**src/rtl/arsf_pkg.sv**
```systemverilog
// Package of constants for the converter result and status flag block
package arsf_pkg;
  localparam int NCH         = 8;
  localparam int CH_W        = 3;
  localparam int DATA_W      = 10;
  localparam int ADDR_W      = 8;
  localparam int IRQ_W       = 3;
  // Register byte offsets
  localparam logic [7:0] OFF_CTRL     = 8'h00;
  localparam logic [7:0] OFF_MODE     = 8'h04;
  localparam logic [7:0] OFF_CH_ENA   = 8'h10;
  localparam logic [7:0] OFF_CH_DIS   = 8'h14;
  localparam logic [7:0] OFF_CH_STAT  = 8'h18;
  localparam logic [7:0] OFF_STATUS   = 8'h1C;
  localparam logic [7:0] OFF_LAST     = 8'h20;
  localparam logic [7:0] OFF_IRQ_STAT = 8'h28;
  localparam logic [7:0] OFF_IRQ_MASK = 8'h2C;
  localparam logic [7:0] OFF_RES_BASE = 8'h40;
  // Field positions
  localparam int CTRL_START_BIT  = 0;
  localparam int MODE_SLEEP_BIT  = 0;
  localparam int ST_DONE_LSB     = 0;
  localparam int ST_OVR_LSB      = 8;
  localparam int ST_DATA_READY_FLAG_BIT     = 16;
  localparam int ST_GOVR_BIT     = 17;
  localparam int LAST_CH_LSB     = 12;
  localparam int IRQ_EOC_BIT     = 0;
  localparam int IRQ_GOVR_BIT    = 1;
  localparam int IRQ_OVR_BIT     = 2;
  // Reset values
  localparam logic [NCH-1:0]    RST_CH_ENA = 8'h00;
  localparam logic [DATA_W-1:0] RST_DATA   = 10'h000;
  localparam logic [IRQ_W-1:0]  RST_IRQ    = 3'h0;
endpackage

```
**src/rtl/arsf_apb_if.sv**
```systemverilog
// APB slave handshake: access strobe, ready and registered read data
`timescale 1ns/1ps
module arsf_apb_if (
  input  wire logic        clk,
  input  wire logic        rst_n,
  input  wire logic        psel,
  input  wire logic        penable,
  input  wire logic [31:0] rdata,
  input  wire logic        err,
  output logic             fire,
  output logic             pready_reg,
  output logic [31:0]      prdata_reg,
  output logic             pslverr_reg
);
  // First access cycle carries all effects; ready follows one cycle later
  assign fire = psel & penable & ~pready_reg;

  always_ff @(posedge clk or negedge rst_n) begin
    if (!rst_n) begin
      pready_reg <= 1'b0;
    end else begin
      pready_reg <= fire;
    end
  end

  always_ff @(posedge clk or negedge rst_n) begin
    if (!rst_n) begin
      prdata_reg  <= 32'h0000_0000;
      pslverr_reg <= 1'b0;
    end else if (fire) begin
      prdata_reg  <= rdata;
      pslverr_reg <= err;
    end else if (pready_reg) begin
      prdata_reg  <= 32'h0000_0000;
      pslverr_reg <= 1'b0;
    end
  end
endmodule

```
**src/rtl/arsf_irq.sv**
```systemverilog
// Sticky event status, mask and level interrupt output
`timescale 1ns/1ps
module arsf_irq #(
  parameter int W = 3
) (
  input  wire logic         clk,
  input  wire logic         rst_n,
  input  wire logic [W-1:0] event_set,
  input  wire logic         clr_wr,
  input  wire logic         mask_wr,
  input  wire logic [W-1:0] wdata,
  output logic [W-1:0]      status_reg,
  output logic [W-1:0]      mask_reg,
  output logic              irq_reg
);
  logic [W-1:0] status_next;

  // Set wins over a write-one clear in the same cycle
  always_comb begin
    status_next = (status_reg & ~(clr_wr ? wdata : '0)) | event_set;
  end

  always_ff @(posedge clk or negedge rst_n) begin
    if (!rst_n) begin
      status_reg <= '0;
    end else begin
      status_reg <= status_next;
    end
  end

  always_ff @(posedge clk or negedge rst_n) begin
    if (!rst_n) begin
      mask_reg <= '0;
    end else if (mask_wr) begin
      mask_reg <= wdata;
    end
  end

  always_ff @(posedge clk or negedge rst_n) begin
    if (!rst_n) begin
      irq_reg <= 1'b0;
    end else begin
      irq_reg <= |(status_next & mask_reg);
    end
  end
endmodule

```
**src/rtl/arsf_top.sv**
```systemverilog
// Converter result registers with done, data-ready and overrun flags
`timescale 1ns/1ps
module arsf_top #(
  parameter int NCH    = arsf_pkg::NCH,
  parameter int CH_W   = arsf_pkg::CH_W,
  parameter int DATA_W = arsf_pkg::DATA_W
) (
  input  wire logic                         SYS_CLK,
  input  wire logic                         RESET_N,
  input  wire logic                         PSEL,
  input  wire logic                         PENABLE,
  input  wire logic                         PWRITE,
  input  wire logic [arsf_pkg::ADDR_W-1:0]  PADDR,
  input  wire logic [31:0]                  PWDATA,
  output logic      [31:0]                  PRDATA,
  output logic                              PREADY,
  output logic                              PSLVERR,
  input  wire logic                         EOC_VALID,
  input  wire logic [CH_W-1:0]              EOC_CHANNEL,
  input  wire logic [DATA_W-1:0]            EOC_DATA,
  output logic      [NCH-1:0]               CH_ENABLE,
  output logic                              START_CONV,
  output logic                              SLEEP_MODE,
  output logic                              IRQ
);
  // One-hot decode of a channel number
  function automatic logic [NCH-1:0] ch_onehot(input logic [CH_W-1:0] ch);
    logic [NCH-1:0] v;
    v = '0;
    v[ch] = 1'b1;
    return v;
  endfunction

  // Address of a channel result register
  function automatic logic [7:0] res_addr(input int idx);
    return arsf_pkg::OFF_RES_BASE + 8'(idx * 4);
  endfunction

  logic                        fire;
  logic                        pready_int;
  logic [31:0]                 prdata_int;
  logic                        pslverr_int;
  logic                        wr_fire;
  logic                        rd_fire;
  logic [31:0]                 rdata;
  logic                        addr_err;

  logic [NCH-1:0]              ch_en_reg;
  logic [NCH-1:0]              ch_en_next;
  logic [NCH-1:0]              done_reg;
  logic [NCH-1:0]              done_next;
  logic [NCH-1:0]              ovr_reg;
  logic [NCH-1:0]              ovr_next;
  logic                        data_ready_flag_reg;
  logic                        data_ready_flag_next;
  logic                        govr_reg;
  logic                        govr_next;
  logic [DATA_W-1:0]           res_reg [NCH];
  logic [DATA_W-1:0]           last_data_reg;
  logic [CH_W-1:0]             last_ch_reg;
  logic                        start_reg;
  logic                        sleep_reg;

  logic [NCH-1:0]              dis_now;
  logic [NCH-1:0]              eoc_hot;
  logic [NCH-1:0]              set_done;
  logic [NCH-1:0]              clr_done;
  logic [NCH-1:0]              rd_res;
  logic                        eoc_store;
  logic                        rd_last;
  logic                        rd_status;
  logic                        new_govr;
  logic [NCH-1:0]              new_ovr;
  logic [arsf_pkg::IRQ_W-1:0]  irq_events;
  logic [arsf_pkg::IRQ_W-1:0]  irq_status;
  logic [arsf_pkg::IRQ_W-1:0]  irq_mask;
  logic                        irq_int;
  logic                        irq_clr_wr;
  logic                        irq_mask_wr;
  logic                        ctrl_wr;
  logic                        mode_wr;
  logic                        ena_wr;
  logic                        dis_wr;

  arsf_apb_if u_apb (
    .clk         (SYS_CLK),
    .rst_n       (RESET_N),
    .psel        (PSEL),
    .penable     (PENABLE),
    .rdata       (rdata),
    .err         (addr_err),
    .fire        (fire),
    .pready_reg  (pready_int),
    .prdata_reg  (prdata_int),
    .pslverr_reg (pslverr_int)
  );

  assign PREADY  = pready_int;
  assign PRDATA  = prdata_int;
  assign PSLVERR = pslverr_int;

  assign wr_fire = fire & PWRITE;
  assign rd_fire = fire & ~PWRITE;

  // Register read strobes, taken in the same cycle as the data is captured
  assign rd_last   = rd_fire & (PADDR == arsf_pkg::OFF_LAST);
  assign rd_status = rd_fire & (PADDR == arsf_pkg::OFF_STATUS);

  // Register write strobes
  assign ctrl_wr = wr_fire & (PADDR == arsf_pkg::OFF_CTRL);
  assign mode_wr = wr_fire & (PADDR == arsf_pkg::OFF_MODE);
  assign ena_wr  = wr_fire & (PADDR == arsf_pkg::OFF_CH_ENA);
  assign dis_wr  = wr_fire & (PADDR == arsf_pkg::OFF_CH_DIS);

  always_comb begin
    rd_res = '0;
    for (int i = 0; i < NCH; i++) begin
      rd_res[i] = rd_fire & (PADDR == res_addr(i));
    end
  end

  // Channel disable written this cycle
  assign dis_now = dis_wr ? PWDATA[NCH-1:0] : '0;

  // Result is stored only for a channel that stays enabled
  assign eoc_hot   = ch_onehot(EOC_CHANNEL);
  assign eoc_store = EOC_VALID & |(eoc_hot & ch_en_reg & ~dis_now);
  assign set_done  = eoc_store ? eoc_hot : '0;

  // Clear of done flags: the addressed result channel, or the last stored channel on a last read
  assign clr_done = rd_res | (rd_last ? ch_onehot(last_ch_reg) : '0);

  always_comb begin
    done_next = (done_reg & ~clr_done) | set_done;
  end

  // Channel overrun: completes while its done flag still stands
  assign new_ovr = set_done & done_reg & ~clr_done;

  always_comb begin
    ovr_next = (ovr_reg & ~(rd_status ? '1 : '0)) | new_ovr;
  end

  // Data-ready: only a stored result sets it, only the last read clears it
  always_comb begin
    data_ready_flag_next = (data_ready_flag_reg & ~rd_last) | eoc_store;
  end

  // General overrun: unread last result is being overwritten
  assign new_govr = eoc_store & data_ready_flag_reg & ~rd_last;

  always_comb begin
    govr_next = (govr_reg & ~rd_status) | new_govr;
  end

  always_comb begin
    ch_en_next = ch_en_reg;
    if (ena_wr) begin
      ch_en_next = ch_en_reg | PWDATA[NCH-1:0];
    end
    ch_en_next = ch_en_next & ~dis_now;
  end

  always_ff @(posedge SYS_CLK or negedge RESET_N) begin
    if (!RESET_N) begin
      ch_en_reg <= arsf_pkg::RST_CH_ENA;
    end else begin
      ch_en_reg <= ch_en_next;
    end
  end

  always_ff @(posedge SYS_CLK or negedge RESET_N) begin
    if (!RESET_N) begin
      done_reg <= '0;
    end else begin
      done_reg <= done_next;
    end
  end

  // Channel overrun flags
  always_ff @(posedge SYS_CLK or negedge RESET_N) begin
    if (!RESET_N) begin
      ovr_reg <= '0;
    end else begin
      ovr_reg <= ovr_next;
    end
  end

  always_ff @(posedge SYS_CLK or negedge RESET_N) begin
    if (!RESET_N) begin
      data_ready_flag_reg <= 1'b0;
    end else begin
      data_ready_flag_reg <= data_ready_flag_next;
    end
  end

  // General overrun flag
  always_ff @(posedge SYS_CLK or negedge RESET_N) begin
    if (!RESET_N) begin
      govr_reg <= 1'b0;
    end else begin
      govr_reg <= govr_next;
    end
  end

  // Result storage for each channel and for the last conversion
  always_ff @(posedge SYS_CLK or negedge RESET_N) begin
    if (!RESET_N) begin
      for (int i = 0; i < NCH; i++) begin
        res_reg[i] <= arsf_pkg::RST_DATA;
      end
    end else if (eoc_store) begin
      res_reg[EOC_CHANNEL] <= EOC_DATA;
    end
  end

  always_ff @(posedge SYS_CLK or negedge RESET_N) begin
    if (!RESET_N) begin
      last_data_reg <= arsf_pkg::RST_DATA;
    end else if (eoc_store) begin
      last_data_reg <= EOC_DATA;
    end
  end

  always_ff @(posedge SYS_CLK or negedge RESET_N) begin
    if (!RESET_N) begin
      last_ch_reg <= '0;
    end else if (eoc_store) begin
      last_ch_reg <= EOC_CHANNEL;
    end
  end

  // Start pulse and sleep mode setting
  always_ff @(posedge SYS_CLK or negedge RESET_N) begin
    if (!RESET_N) begin
      start_reg <= 1'b0;
    end else begin
      start_reg <= ctrl_wr & PWDATA[arsf_pkg::CTRL_START_BIT];
    end
  end

  always_ff @(posedge SYS_CLK or negedge RESET_N) begin
    if (!RESET_N) begin
      sleep_reg <= 1'b0;
    end else if (mode_wr) begin
      sleep_reg <= PWDATA[arsf_pkg::MODE_SLEEP_BIT];
    end
  end

  assign CH_ENABLE  = ch_en_reg;
  assign START_CONV = start_reg;
  assign SLEEP_MODE = sleep_reg;

  // Interrupt events
  always_comb begin
    irq_events = '0;
    irq_events[arsf_pkg::IRQ_EOC_BIT]  = eoc_store;
    irq_events[arsf_pkg::IRQ_GOVR_BIT] = new_govr;
    irq_events[arsf_pkg::IRQ_OVR_BIT]  = |new_ovr;
  end

  assign irq_clr_wr  = wr_fire & (PADDR == arsf_pkg::OFF_IRQ_STAT);
  assign irq_mask_wr = wr_fire & (PADDR == arsf_pkg::OFF_IRQ_MASK);

  arsf_irq #(
    .W (arsf_pkg::IRQ_W)
  ) u_irq (
    .clk        (SYS_CLK),
    .rst_n      (RESET_N),
    .event_set  (irq_events),
    .clr_wr     (irq_clr_wr),
    .mask_wr    (irq_mask_wr),
    .wdata      (PWDATA[arsf_pkg::IRQ_W-1:0]),
    .status_reg (irq_status),
    .mask_reg   (irq_mask),
    .irq_reg    (irq_int)
  );

  assign IRQ = irq_int;

  // Read data multiplexer and unmapped address detection
  always_comb begin
    rdata    = 32'h0000_0000;
    addr_err = 1'b0;
    unique case (PADDR)
      arsf_pkg::OFF_CTRL: begin
        rdata = 32'h0000_0000;
      end
      arsf_pkg::OFF_MODE: begin
        rdata[arsf_pkg::MODE_SLEEP_BIT] = sleep_reg;
      end
      arsf_pkg::OFF_CH_ENA, arsf_pkg::OFF_CH_DIS: begin
        rdata = 32'h0000_0000;
      end
      arsf_pkg::OFF_CH_STAT: begin
        rdata[NCH-1:0] = ch_en_reg;
      end
      arsf_pkg::OFF_STATUS: begin
        rdata[arsf_pkg::ST_DONE_LSB +: NCH] = done_reg;
        rdata[arsf_pkg::ST_OVR_LSB +: NCH]  = ovr_reg;
        rdata[arsf_pkg::ST_DATA_READY_FLAG_BIT]        = data_ready_flag_reg;
        rdata[arsf_pkg::ST_GOVR_BIT]        = govr_reg;
      end
      arsf_pkg::OFF_LAST: begin
        rdata[DATA_W-1:0]                      = last_data_reg;
        rdata[arsf_pkg::LAST_CH_LSB +: CH_W]   = last_ch_reg;
      end
      arsf_pkg::OFF_IRQ_STAT: begin
        rdata[arsf_pkg::IRQ_W-1:0] = irq_status;
      end
      arsf_pkg::OFF_IRQ_MASK: begin
        rdata[arsf_pkg::IRQ_W-1:0] = irq_mask;
      end
      default: begin
        addr_err = 1'b1;
        for (int i = 0; i < NCH; i++) begin
          if (PADDR == res_addr(i)) begin
            rdata[DATA_W-1:0] = res_reg[i];
            addr_err          = 1'b0;
          end
        end
      end
    endcase
  end
endmodule

```
**config.mk**
```make
export PLATFORM = sky130hd
export DESIGN_NAME = arsf_top
export DESIGN_NICKNAME = d
export VERILOG_FILES = /design/src/rtl/arsf_pkg.sv /design/src/rtl/arsf_apb_if.sv /design/src/rtl/arsf_irq.sv /design/src/rtl/arsf_top.sv
export SDC_FILE = /design/constraint.sdc
export NUM_CORES = 1
export LEC_CHECK = 0
export ABC_CLOCK_PERIOD_IN_PS = 7350
export BUFFER_PORTS_ARGS = -buffer_cell sky130_fd_sc_hd__buf_4
export CAP_MARGIN = 20
export CORE_UTILIZATION = 62
export CTS_CLUSTER_DIAMETER = 50
export DETAILED_ROUTE_END_ITERATION = 7
export HOLD_SLACK_MARGIN = 0.05
export PLACE_DENSITY = 0.86
export RECOVER_POWER = 25
export SLEW_MARGIN = 15
export SYNTH_ARGS = -nofsm -noshare
export SYNTH_HDL_FRONTEND = slang
export SYNTH_SLANG_ARGS = --single-unit
```
**constraint.sdc**
```tcl
create_clock -name SYS_CLK -period 7.35 [get_ports SYS_CLK]
set_input_delay 1.47 -clock SYS_CLK [delete_from_list [all_inputs] [get_ports SYS_CLK]]
set_output_delay 1.47 -clock SYS_CLK [all_outputs]
set_load 0.01 [all_outputs]
```
# Word level (Yosys, flattened, before mapping)
# Cells that the tools add are included.
[word_totals] input_bits=59 regBits=162 word_cells=150 output_inout_bits=45
[classes] n_reduce_logical=13 bitwise_logic=51 n_eq_ne=16 order_cmp=6 mux=41
[op_table] operator="10-bit 2-to-1 mux" n=9
[op_table] operator="80-bit bitwise mux" n=1
[op_table] operator="8-bit by 7-bit equality test with 1-bit output (second input constant)" n=8
[op_table] operator="32-bit 2-to-1 mux" n=2
[op_table] operator="8-bit AND" n=7
[op_table] operator="8-bit 2-to-1 mux" n=5
[op_table] operator="8-bit by 5-bit equality test with 1-bit output (second input constant)" n=4
[op_table] operator="8-bit bitwise OR" n=4
[op_table] operator="10-bit demux with 3-bit select" n=1
[op_table] operator="1-bit AND" n=26
[op_table] operator="8-bit by 6-bit equality test with 1-bit output (second input constant)" n=3
[op_table] operator="8-bit inverter" n=3
[op_table] operator="5-bit one-hot mux with 4 select lines" n=1
[op_table] operator="8-bit OR reduction" n=2
[op_table] operator="1-bit 2-to-1 mux" n=13
[op_table] operator="2-bit one-hot mux with 6 select lines" n=1
[op_table] operator="9-bit OR reduction" n=1
[op_table] operator="8-bit by 3-bit equality test with 1-bit output (second input constant)" n=1
[op_table] operator="8-bit logical NOT" n=1
[op_table] operator="3-bit by 4-bit < comparator with 1-bit output (second input constant)" n=2
[op_table] operator="1-bit one-hot mux with 7 select lines" n=1
[op_table] operator="7-bit OR reduction" n=1
[op_table] operator="3-bit AND" n=2
[op_table] operator="1-bit demux with 3-bit select" n=2
[op_table] operator="other kinds (17)" n=26

# Depth between registers and ports, before layout
# Gate-level depths: netlist (run 1).
[logic_depth] word_depth=16 ltp_mapped=10 ltp_nobuf=8

# Cells and area by module
# Synthesis (run 1) repeated with hierarchy kept, for this count alone.
[hier_totals] hier_cells=685 area_unflattened_um2=7967.6
[by_module_without_submodules] module="arsf_top" instances=1 seq_area_each_um2=3027.9 area_each_um2=6079.6 cells_per_inst=514
[by_module_without_submodules] module="arsf_apb_if" instances=1 seq_area_each_um2=850.8 area_each_um2=1625.3 cells_per_inst=153
[by_module_without_submodules] module="arsf_irq" instances=1 seq_area_each_um2=175.2 area_each_um2=262.8 cells_per_inst=18

# Least setup slack after synthesis (run 1)
# Ideal clock, no wire load.
[synth_timing] kind="input port to flip-flop" from="in PADDR[3] (netlist name)" to="reg res_reg[12] (netlist name)" required_ns=7.222 cell_stages=10 setup_ns=0.128 path_buffers=3 setup_slack_ns=3.344 arrival_time_ns=3.878 path_cell_list="or4b_1 buf_2 o41ai_2 o22ai_1 o32a_1 o31ai_2 buf_4 or3_1 buf_4 mux2_1"
[synth_between] elab_chain_len=7
[synth_lines] element="start, declared" line_no="arsf_top.sv:13" rtl="input wire logic [arsf_pkg::ADDR_W-1:0] PADDR,"
[synth_lines] element="8-bit by 5-bit equality test with 1-bit output" line_no="arsf_top.sv:113" rtl="assign dis_wr = wr_fire & (PADDR == arsf_pkg::OFF_CH_DIS);"
[synth_lines] element="1-bit AND" line_no="arsf_top.sv:113"
[synth_lines] element="8-bit 2-to-1 mux" line_no="arsf_top.sv:123" rtl="assign dis_now = dis_wr ? PWDATA[NCH-1:0] : '0;"
[synth_lines] element="8-bit inverter" line_no="arsf_top.sv:127" rtl="assign eoc_store = EOC_VALID & |(eoc_hot & ch_en_reg & ~dis_now);"
[synth_lines] element="8-bit AND" line_no="arsf_top.sv:127"
[synth_lines] element="8-bit OR reduction" line_no="arsf_top.sv:127"
[synth_lines] element="1-bit AND" line_no="arsf_top.sv:127"
[synth_lines] element="end signal, assigned by index" line_no="arsf_top.sv:210" rtl="res_reg[i] <= arsf_pkg::RST_DATA;"
[synth_lines] element="end, declared" line_no="arsf_top.sv:58" rtl="logic [DATA_W-1:0] res_reg [NCH];"
# Every way passes these cells.
# A chain may end at the register's enable or synchronous reset.

==> results.toml, run 1 <==
[outcome]
run_status = "complete, but fails checks"
violations_in_the_final_reports = "capacitance limit, slew limit"

[yosys]
register_bit_total_from_synthesis = 148
synth_warnings = 0
synth_compound_gate_area_share_pct = 16.1
synth-async-reset-ratio_pct = 100
ys_seq_area_share_pct = 52.7
synthTopCellsByArea = "dfrtp_1 (53%), mux2_1 (15%), nand2_1 (3.4%)"
synth-simple-area-share_pct = 11.6
synth.cells.most_frequent = "dfrtp_1 (148), mux2_1 (92), nand2_1 (64), a21oi_1 (29), a22oi_1 (23)"
synth_adder_area_share_pct = 0
syn-mean-instance-area_um2 = 11.3
syn-instance-count = 621
yosysMostFrequentCell = "dfrtp_1"
yosysUniqueCellTypes = 56
synth.area.mux_share_pct = 15.2
number_of_synthesized_flops_with_an_enable_pin = 0
dominant_combinational_cell_family_by_area_after_synthesis = "compound AO/OA/AOI/OAI gates"
yosysTopAreaCellShare_pct = 52.7
syn-cell-area_um2 = 7030
synth_area_leader_cell = "dfrtp_1"
synth_ff_type = "dfrtp_1"
area_share_of_xor_xnor_cells_in_the_synthesized_design_pct = 0

[clocking]
clkLatencyLatePin_ns = 0.43
cts.path.max_buffers = 2
cts_resized = 0
clock_sink_count = 148
path_clk_slew_ns = 0.06
tritoncts = "built"
cts_root_buffer = "clkbuf_16"
post_cts_hold_buffer_count = 0
postCtsSetupRepairBufs = 0
numCtsBuffers = 17
clock_tree.htree_level_count = 4

[cells_and_area]
largest_reg_flops = 80
n_fill_cell = 760
antenna_cells_inserted = 0
utilization_pct = 74.5
area_growth_pct = 15.8
finalNetCount = 744
final_layout_size_suffix_gt1_share_pct = 15.6

[power_and_ir_drop]
p_sw_mw = 0.531
leakagePower_nw = 3.72
cellPowerDensity_nw_per_um2 = 259
power.share.sequential_pct = 48.4
power.share.combinational_pct = 10.4
switching_share_pct = 25.2
fin_total_pwr_mw = 2.11
internal_power_mw = 1.57
pwr-share-clk_pct = 41.2
power.ir.vdd_worst_mv = 0.223

[setup_path]
timing.critical_path.arrival_ns = 5.31
path_cells = "clkbuf_1 -> buf_4"
worstSetupEndpointType = "async pin"
crit_path_start_kind = "input pin"
worstPathMaxFanout = 75
timing.critical_path.max_delay_family = "buffers and inverters"
worst_ep_required_time_ns = 7.76
setup.worst_path.class = "in -> async"
slowest_stage = "clkbuf_1"
critical_path.max_stage_delay_ns = 2.68
number_of_buffers_and_inverters_on_the_critical_path = 2

[detailed_routing]
via_per_inst = 6.87
drt-total-wl_um = 20300
drt_iter0_drc = 691
dr_total_vias = 5749
drc = 0
drt-wirelength-per-cell_um = 24.2
detail_route_antenna_nets = 0
drt_first_pass_iters = 5

[global_route]
groute.usage.overall_pct = 36.9
initial_antenna_violation_count = 0
met1_capacity_usage_during_global_routing_pct = 47.8
grt_start_max_net_pins = 76
grt_util_met3_pct = 10.7
grt_max_usage_layer = "met2"
global_route.usage.met2_pct = 56.4
grt_pass1_vias = 5641
overflow = 0
grt_first_pass_wirelength_um = 31200

[floorplanning]
initial_core_utilization_pct = 64.3
core_area_um2 = 10900
die-area_um2 = 11800
fp.dieW_um = 108
die_height_um = 108
placementRows = 38
top_level_ports = 104

[timing]
grt_setup_unrepaired = "no"
fin_crit_ns = 4.89
setup_viol_count_final = 0
worst_slew_pin_slew_ns = 3.89
clock_skew_ns = 0.00768
fin_hold_ws_ns = 0.487
max_slew_margin_pct = -160
final_hold_viol_count = 0
finalSetupTns_ns = 0
timing_max_transition_violations_final = 75
final.period_utilization_pct = 66.6
clock.fmax_mhz = 204

[placed_design]
dpl.hpwl_um = 13500
port-buffer-count = 65
routabilityCongestion = 0.956

[flow_run]
maxCapViolations = 1

[min_path]
holdCritPathClass = "reg -> reg"
==> final cells by class <==
class | count | area [µm²] | area share (%)
clock buffer | 22 | 454 | 5.58
clock inverter | 9 | 130 | 1.60
timing repair buffer | 77 | 552 | 6.78
inverter | 11 | 41.3 | 0.507
tap | 140 | 175 | 2.15
multi-input combinational | 430 | 3090 | 37.9
sequential | 148 | 3700 | 45.5
==> worst paths after layout <==
| path | from | end | slack [ns] | cells past startpoint |
|---|---|---|---|---|
| max in group SYS_CLK | PADDR[3] | res_reg[1] | 2.70 | 9 |
| max reg2reg | u_apb.pready_reg | res_reg[1] | 3.74 | 8 |
| min in group asynchronous | RESET_N | res_reg[58] | 2.39 | 1 |
| min | res_reg[9] | res_reg[9] | 0.49 | 1 |
| max | RESET_N | last_data_reg[1] | 2.46 | 2 |
| min reg2reg | res_reg[9] | res_reg[9] | 0.49 | 1 |
==> cell families (layout without fill, tap and decap cells) <==
kind of cell | Yosys count | in the layout
other cells | 1 | 14
buf+inv | 56 | 119
mux | 95 | 95
simple gates | 159 | 159
flops | 148 | 148
compound gates | 162 | 162
==> routing by layer <==
layer / vias up / wire length [µm]
met5: - / 0
met4: 0 / 841
met3: 75 / 2040
met2: 371 / 9490
met1: 2896 / 7880
li1: 2407 / -
==> through the flow <==
stage | setup WS [ns] | instance area [µm²] | instances
6_report | 2.46 | 8140 | 837
3_5_place_dp | 2.32 | 7570 | 804
3_3_place_gp | 2.42 | 7570 | 804
2_1_floorplan | 3.34 | 7080 | 634
5_1_grt | 1.63 | 8140 | 837
4_1_cts | 2.76 | 8160 | 835
==> power by group through the flow <==
stage / Sequential [mW] / Clock [mW] / Combinational [mW]
2_1_floorplan: 0.997 / 0 / 0.141
3_3_place_gp: 1.02 / 0 / 0.203
3_5_place_dp: 1.03 / 0 / 0.216
4_1_cts: 1.01 / 0.871 / 0.219
5_1_grt: 1.03 / 0.907 / 0.241
6_report: 1.02 / 0.867 / 0.219
==> cells in the final DEF, fill, tap and decap left out, drive strengths merged, types with 6 or more instances in the layout <==
cell	instances
dfrtp	148
mux2	94
buf	69
nand2	64
o21ai	34
clkbuf	30
a21oi	29
a22oi	23
nor2	20
nand3	14
a22o	14
conb	14
a31oi	11
inv	11
a221o	10
and2	9
nor3	9
nand4	7
o31ai	7
or3	6
a211oi	6
a221oi	6
(Power assumes the default switching activity.)
==> inputs of run 2 (changes only) <==
Settings changed: ABC_CLOCK_PERIOD_IN_PS 7350 to 4810, CORE_UTILIZATION 62 to 57, PLACE_DENSITY 0.86 to 0.8.
Clock period 7.35 ns to 4.81 ns, I/O delays scaled along.
==> run 2 against run 1 <==
  * The flow still finishes with violations (capacitance limit, slew limit)
  * Setup slack worse by 1.7 ns
  * Global-route usage shrank 3.8 points
  * Critical path depth is 7 higher
  * Sequential cell count unchanged
  * Routed wire length fell by 1.1%
  * Via count decreased by 2.1%
  * Clock skew about the same
  * Die area grew 8.6%
  * Combinational power is 53% higher
  * Critical path type is now in -> reg
  * Critical endpoint is now res_reg[4]
==> results.toml, run 2 (synthesis results as in run 1) <==
[power_and_ir_drop]
power.ir.vdd_worst_mv = 0.318
switching_share_pct = 25.7
cellPowerDensity_nw_per_um2 = 394
p_sw_mw = 0.833
internal_power_mw = 2.41
leakagePower_nw = 3.78
power.share.sequential_pct = 48.0
fin_total_pwr_mw = 3.24
power.share.combinational_pct = 10.4
pwr-share-clk_pct = 41.6

[min_path]
hold_path_depth = 1
worst_min_path_start = "u_apb.pslverr_reg"
holdCritPathClass = "reg -> reg"
worst_hold_path.endpoint = "u_apb.pslverr_reg"

[outcome]
run_status = "complete, but fails checks"
violations_in_the_final_reports = "capacitance limit, slew limit"

[timing]
final_hold_viol_count = 0
fin_crit_ns = 4.02
worst_slew_pin_slew_ns = 2.39
final.period_utilization_pct = 83.5
grt_setup_unrepaired = "no"
max_slew_margin_pct = -59.3
clock.fmax_mhz = 249
postLayoutSetupSlackWorst_ns = 0.794
setup_viol_count_final = 0
timing_max_transition_violations_final = 96
clock_skew_ns = 0.00799
finalSetupTns_ns = 0

[cells_and_area]
multi_input_comb_area_um2 = 3070
final_layout_size_suffix_gt1_share_pct = 17.8
largest_reg_flops = 80
final_cell_area_um2 = 8220
area_growth_pct = 17.0
n_fill_cell = 894
layout_commonest_cell = "dfrtp_1"
leading_cell_types_in_the_layout_fill_and_taps_excluded = "dfrtp_1 (148), mux2_1 (92), buf_4 (79)"
finalNetCount = 749
seq_area_um2 = 3700
antenna_cells_inserted = 0

[floorplanning]
core_area_um2 = 12000
top_level_ports = 104
fp.dieW_um = 113
die-area_um2 = 12800
placementRows = 40
initial_core_utilization_pct = 58.5
die_height_um = 113

[detailed_routing]
via_per_inst = 6.62
drt_first_pass_iters = 6
routedLengthMet1_um = 8080
drc = 0
drt-wirelength-per-cell_um = 23.6
detail_route_antenna_nets = 0
dr_total_vias = 5628
drt-total-wl_um = 20000
routed.top_layer = "met4"
wl_met3_um = 2180
wl_met2_um = 9220
drt_iter0_drc = 639

[placed_design]
dpl.hpwl_um = 13500
pre_cts_slack_ns = 0.465
routabilityCongestion = 0.948
port-buffer-count = 65
dpl_cell_area_um2 = 7630

[clocking]
post_cts_hold_buffer_count = 0
cts.path.max_buffers = 2
clock_sink_count = 148
postCtsSetupRepairBufs = 0
cts_root_buffer = "clkbuf_16"
path_clk_slew_ns = 0.06
tritoncts = "built"
numCtsBuffers = 17
clkLatencyLatePin_ns = 0.43
cts_resized = 0
clock_tree.htree_level_count = 4

[global_route]
grt_pass1_vias = 5515
initial_antenna_violation_count = 0
groute.usage.overall_pct = 33.1
grt_first_pass_wirelength_um = 31200
overflow = 0
grt_start_max_net_pins = 96

[setup_path]
crit_path_start_kind = "input pin"
reg2reg_setup_slack_ns = 1.28
setup.worst_path.class = "in -> reg"
critical_path.reg2reg.endpoint = "res_reg[4]"
worstPathMaxFanout = 29
worstSetupEndpointType = "flip-flop"
timing.critical_path.arrival_ns = 4.32
r2r.worst_path.cells = 8
worstReg2RegStart = "u_apb.pready_reg"
worst_ep_required_time_ns = 5.11

[flow_run]
maxCapViolations = 1
==> run 2: cell types whose count changed in the layout (fill, tap and decap cells not counted), sizes merged <==
cell,change
buf,+11
clkbuf,-10
clkinv,+2
clkinvlp,+2
inv,+1
==> run 2: layer usage <==
layer,GRT usage (%),up-vias
li1,-,2427
met3,9.21,42
met2,49.6,360
met4,13.9,0
met5,0,-
met1,45.7,2799
==> run 2: power groups by stage <==
stage	Combinational [mW]	Sequential [mW]	Clock [mW]
floorplan	0.216	1.52	0
global placement	0.316	1.55	0
detailed placement	0.333	1.57	0
CTS	0.337	1.55	1.36
global route	0.370	1.57	1.41
finish	0.336	1.56	1.35
==> run 2: worst max-delay path: stages <==
cell     delay (ns)
buf_4          0.15
or4b_1         0.73
o41ai_2        0.44
o22ai_1        0.13
o32a_1         0.38
o31ai_4        0.22
buf_12         0.23
or3_1          0.66
mux2_1         0.39
==> run 2: cell type report <==
type / instances / share of cell area (%)
Sequential cell: 148 / 45.0
Inverter: 11 / 0.502
Clock buffer: 18 / 5.34
Timing Repair Buffer: 82 / 7.56
Multi-Input combinational cell: 430 / 37.4
Clock inverter: 14 / 1.95
Tap cell: 147 / 2.24
==> run 2: how the worst max path moves through the flow <==
stage,startpoint,end
after global placement,PADDR[3],res_reg[1]
after floorplan,PADDR[3],res_reg[12]
final,PADDR[3],res_reg[4]
after global routing,PADDR[3],res_reg[6]
after CTS,PADDR[3],res_reg[4]
after detailed placement,PADDR[3],res_reg[4]
==> run 2: stage by stage <==
step | utilization (%) | hold slack, ns | std cells
after global routing | 68.5 | 0.498 | 850
after detailed placement | 63.6 | 0.472 | 818
final | 68.5 | 0.482 | 850
after floorplan | - | 0.454 | 634
after CTS | 68.6 | 0.486 | 850
after global placement | 63.6 | 0.464 | 818
==> inputs of run 3 (changes only) <==
Settings changed: ABC_CLOCK_PERIOD_IN_PS 4810 to 3340, CORE_UTILIZATION 57 to 52, PLACE_DENSITY 0.8 to 0.77.
Clock period 4.81 ns to 3.34 ns, I/O delays scaled along.
==> run 3 against run 2 <==
  * The flow still finishes with violations (capacitance limit, slew limit)
  * Final cell count is 9.4% higher
  * Non-clock buffer count is 51 higher
  * Clock skew up 0.0046 ns
  * Core utilization down 2.3 points
  * Register-to-register slack worse by 0.91 ns
  * Clock-buffer cell count increased by 4
  * First-iteration DRC count fell by 6.4%
  * Setup slack got worse by 0.67 ns
  * Hold slack worse by 0.054 ns
  * Sequential cell count stayed put
  * Sequential power grew 44%
  * Critical endpoint is now res_reg[8]
  * Largest cell class unchanged
==> results.toml, run 3 (synthesis results as in run 1) <==
[floorplanning]
placementRows = 42
core_area_um2 = 13200
die-area_um2 = 14000
die_height_um = 118
top_level_ports = 104
fp.dieW_um = 118
initial_core_utilization_pct = 53.3

[clocking]
cts_resized = 0
cts_root_buffer = "clkbuf_16"
clkLatencyLatePin_ns = 0.43
cts.path.max_buffers = 2
path_clk_slew_ns = 0.06
postCtsSetupRepairBufs = 0
clock_sink_count = 148
post_cts_hold_buffer_count = 0
tritoncts = "built"
numCtsBuffers = 17
clock_tree.htree_level_count = 4

[power_and_ir_drop]
pwr-share-clk_pct = 40.3
p_sw_mw = 1.20
internal_power_mw = 3.42
leakagePower_nw = 4.06
power.ir.vdd_worst_mv = 0.401
power.share.sequential_pct = 48.5
switching_share_pct = 26.0
cellPowerDensity_nw_per_um2 = 529
power.share.combinational_pct = 11.3

[outcome]
run_status = "complete, but fails checks"
violations_in_the_final_reports = "capacitance limit, slew limit"

[placed_design]
dpl.hpwl_um = 14500
dpl_cell_area_um2 = 8150
routabilityCongestion = 0.960
pre_cts_slack_ns = -0.256
port-buffer-count = 65

[cells_and_area]
final_cell_area_um2 = 8730
seq_area_um2 = 3700
n_fill_cell = 1023
leading_cell_types_in_the_layout_fill_and_taps_excluded = "dfrtp_1 (148), buf_4 (123), mux2_1 (92)"
finalNetCount = 800
area_growth_pct = 24.2
final_layout_size_suffix_gt1_share_pct = 23.2
antenna_cells_inserted = 0
largest_reg_flops = 80
layout_commonest_cell = "dfrtp_1"
multi_input_comb_area_um2 = 3070

[setup_path]
critical_path.startpoint = "PADDR[3]"
reg2reg_setup_slack_ns = 0.37
critical_path.reg2reg.endpoint = "res_reg[8]"
worstReg2RegStart = "u_apb.pready_reg"
crit_path_start_kind = "input pin"
worst_ep_required_time_ns = 3.65
worstPathMaxFanout = 13
r2r.worst_path.cells = 9
worstSetupEndpointType = "flip-flop"
timing.critical_path.arrival_ns = 3.52
setup.worst_path.class = "in -> reg"

[global_route]
grt_pass1_vias = 5902
grt_start_max_net_pins = 80
groute.usage.overall_pct = 31.2
initial_antenna_violation_count = 0
grt_first_pass_wirelength_um = 32500
overflow = 0

[timing]
clock_skew_ns = 0.0126
grt_setup_unrepaired = "no"
worst_slew_pin_slew_ns = 2.06
clock.fmax_mhz = 311
max_slew_margin_pct = -37.1
timing_max_transition_violations_final = 79
final_hold_viol_count = 0
setup_viol_count_final = 0
fin_crit_ns = 3.21
postLayoutSetupSlackWorst_ns = 0.128
final.period_utilization_pct = 96.2

[min_path]
hold_path_depth = 2
holdCritPathClass = "in -> reg"
worst_min_path_start = "PWDATA[6]"
worst_hold_path.endpoint = "CH_ENABLE[6]"

[flow_run]
maxCapViolations = 1

[detailed_routing]
drt-wirelength-per-cell_um = 22.1
drt-total-wl_um = 20500
drc = 0
drt_iter0_drc = 598
detail_route_antenna_nets = 0
dr_total_vias = 5725
via_per_inst = 6.16
drt_first_pass_iters = 5
## run 3: cell types whose count changed in the layout (fill, tap and decap cells not counted)
cell       delta
clkinv_2      -4
inv_2         -1
bufinv_16     -2
buf_4        +44
clkbuf_8      +3
buf_12        +8
inv_1         +1
clkinv_4      +2
## run 3: area by class of cell
type                            count  area share (%)
Clock buffer                       22            5.55
Clock inverter                     10            1.12
Inverter                           11           0.473
Multi-Input combinational cell    430            35.2
Sequential cell                   148            42.4
Tap cell                          176            2.52
Timing Repair Buffer              133            12.7
## run 3: power by group through the flow
stage	Clock, mW	Sequential [mW]	Combinational [mW]
after floorplan	0	2.19	0.311
after global placement	0	2.24	0.492
after detailed placement	0	2.26	0.517
after CTS	1.87	2.23	0.522
after global routing	1.95	2.26	0.575
final	1.86	2.24	0.519
## run 3: worst max path at each step
stage | endpoint | slack [ns] | cells past startpoint
floorplan | res_reg[12] | 0.14 | 10
global placement | res_reg[6] | -0.24 | 10
detailed placement | res_reg[7] | -0.26 | 10
CTS | res_reg[7] | 0.18 | 10
global route | res_reg[7] | 0.09 | 10
finish | res_reg[8] | 0.13 | 10
## run 3: critical path: stages
cell and delay, ns:
buf_4 0.11, or4b_1 0.68, o41ai_2 0.42, o22ai_1 0.15, o32a_1 0.38, o31ai_4 0.16
buf_4 0.21, or3_1 0.23, buf_12 0.17, mux2_1 0.33
## run 3: metal layers
layer / global-route usage [%] / vias to the layer above / share of wire [%]
met2: 48.8 / 263 / 47
met3: 9.89 / 50 / 8.9
li1: - / 2530 / -
met4: 13.3 / 0 / 3.2
met1: 40.0 / 2882 / 40
met5: 0 / - / 0
## run 3: stage by stage
stage / hold slack (ns) / total power, mW / utilization (%) / instances / TNS (ns)
5_1_grt: 0.428 / 4.79 / 66.2 / 930 / 0
2_1_floorplan: 0.372 / 2.50 / - / 634 / 0
6_report: 0.427 / 4.62 / 66.2 / 930 / 0
3_5_place_dp: 0.477 / 2.78 / 61.8 / 898 / -14.59
4_1_cts: 0.306 / 4.62 / 66.2 / 930 / 0
3_3_place_gp: 0.466 / 2.73 / 61.8 / 898 / -13.52
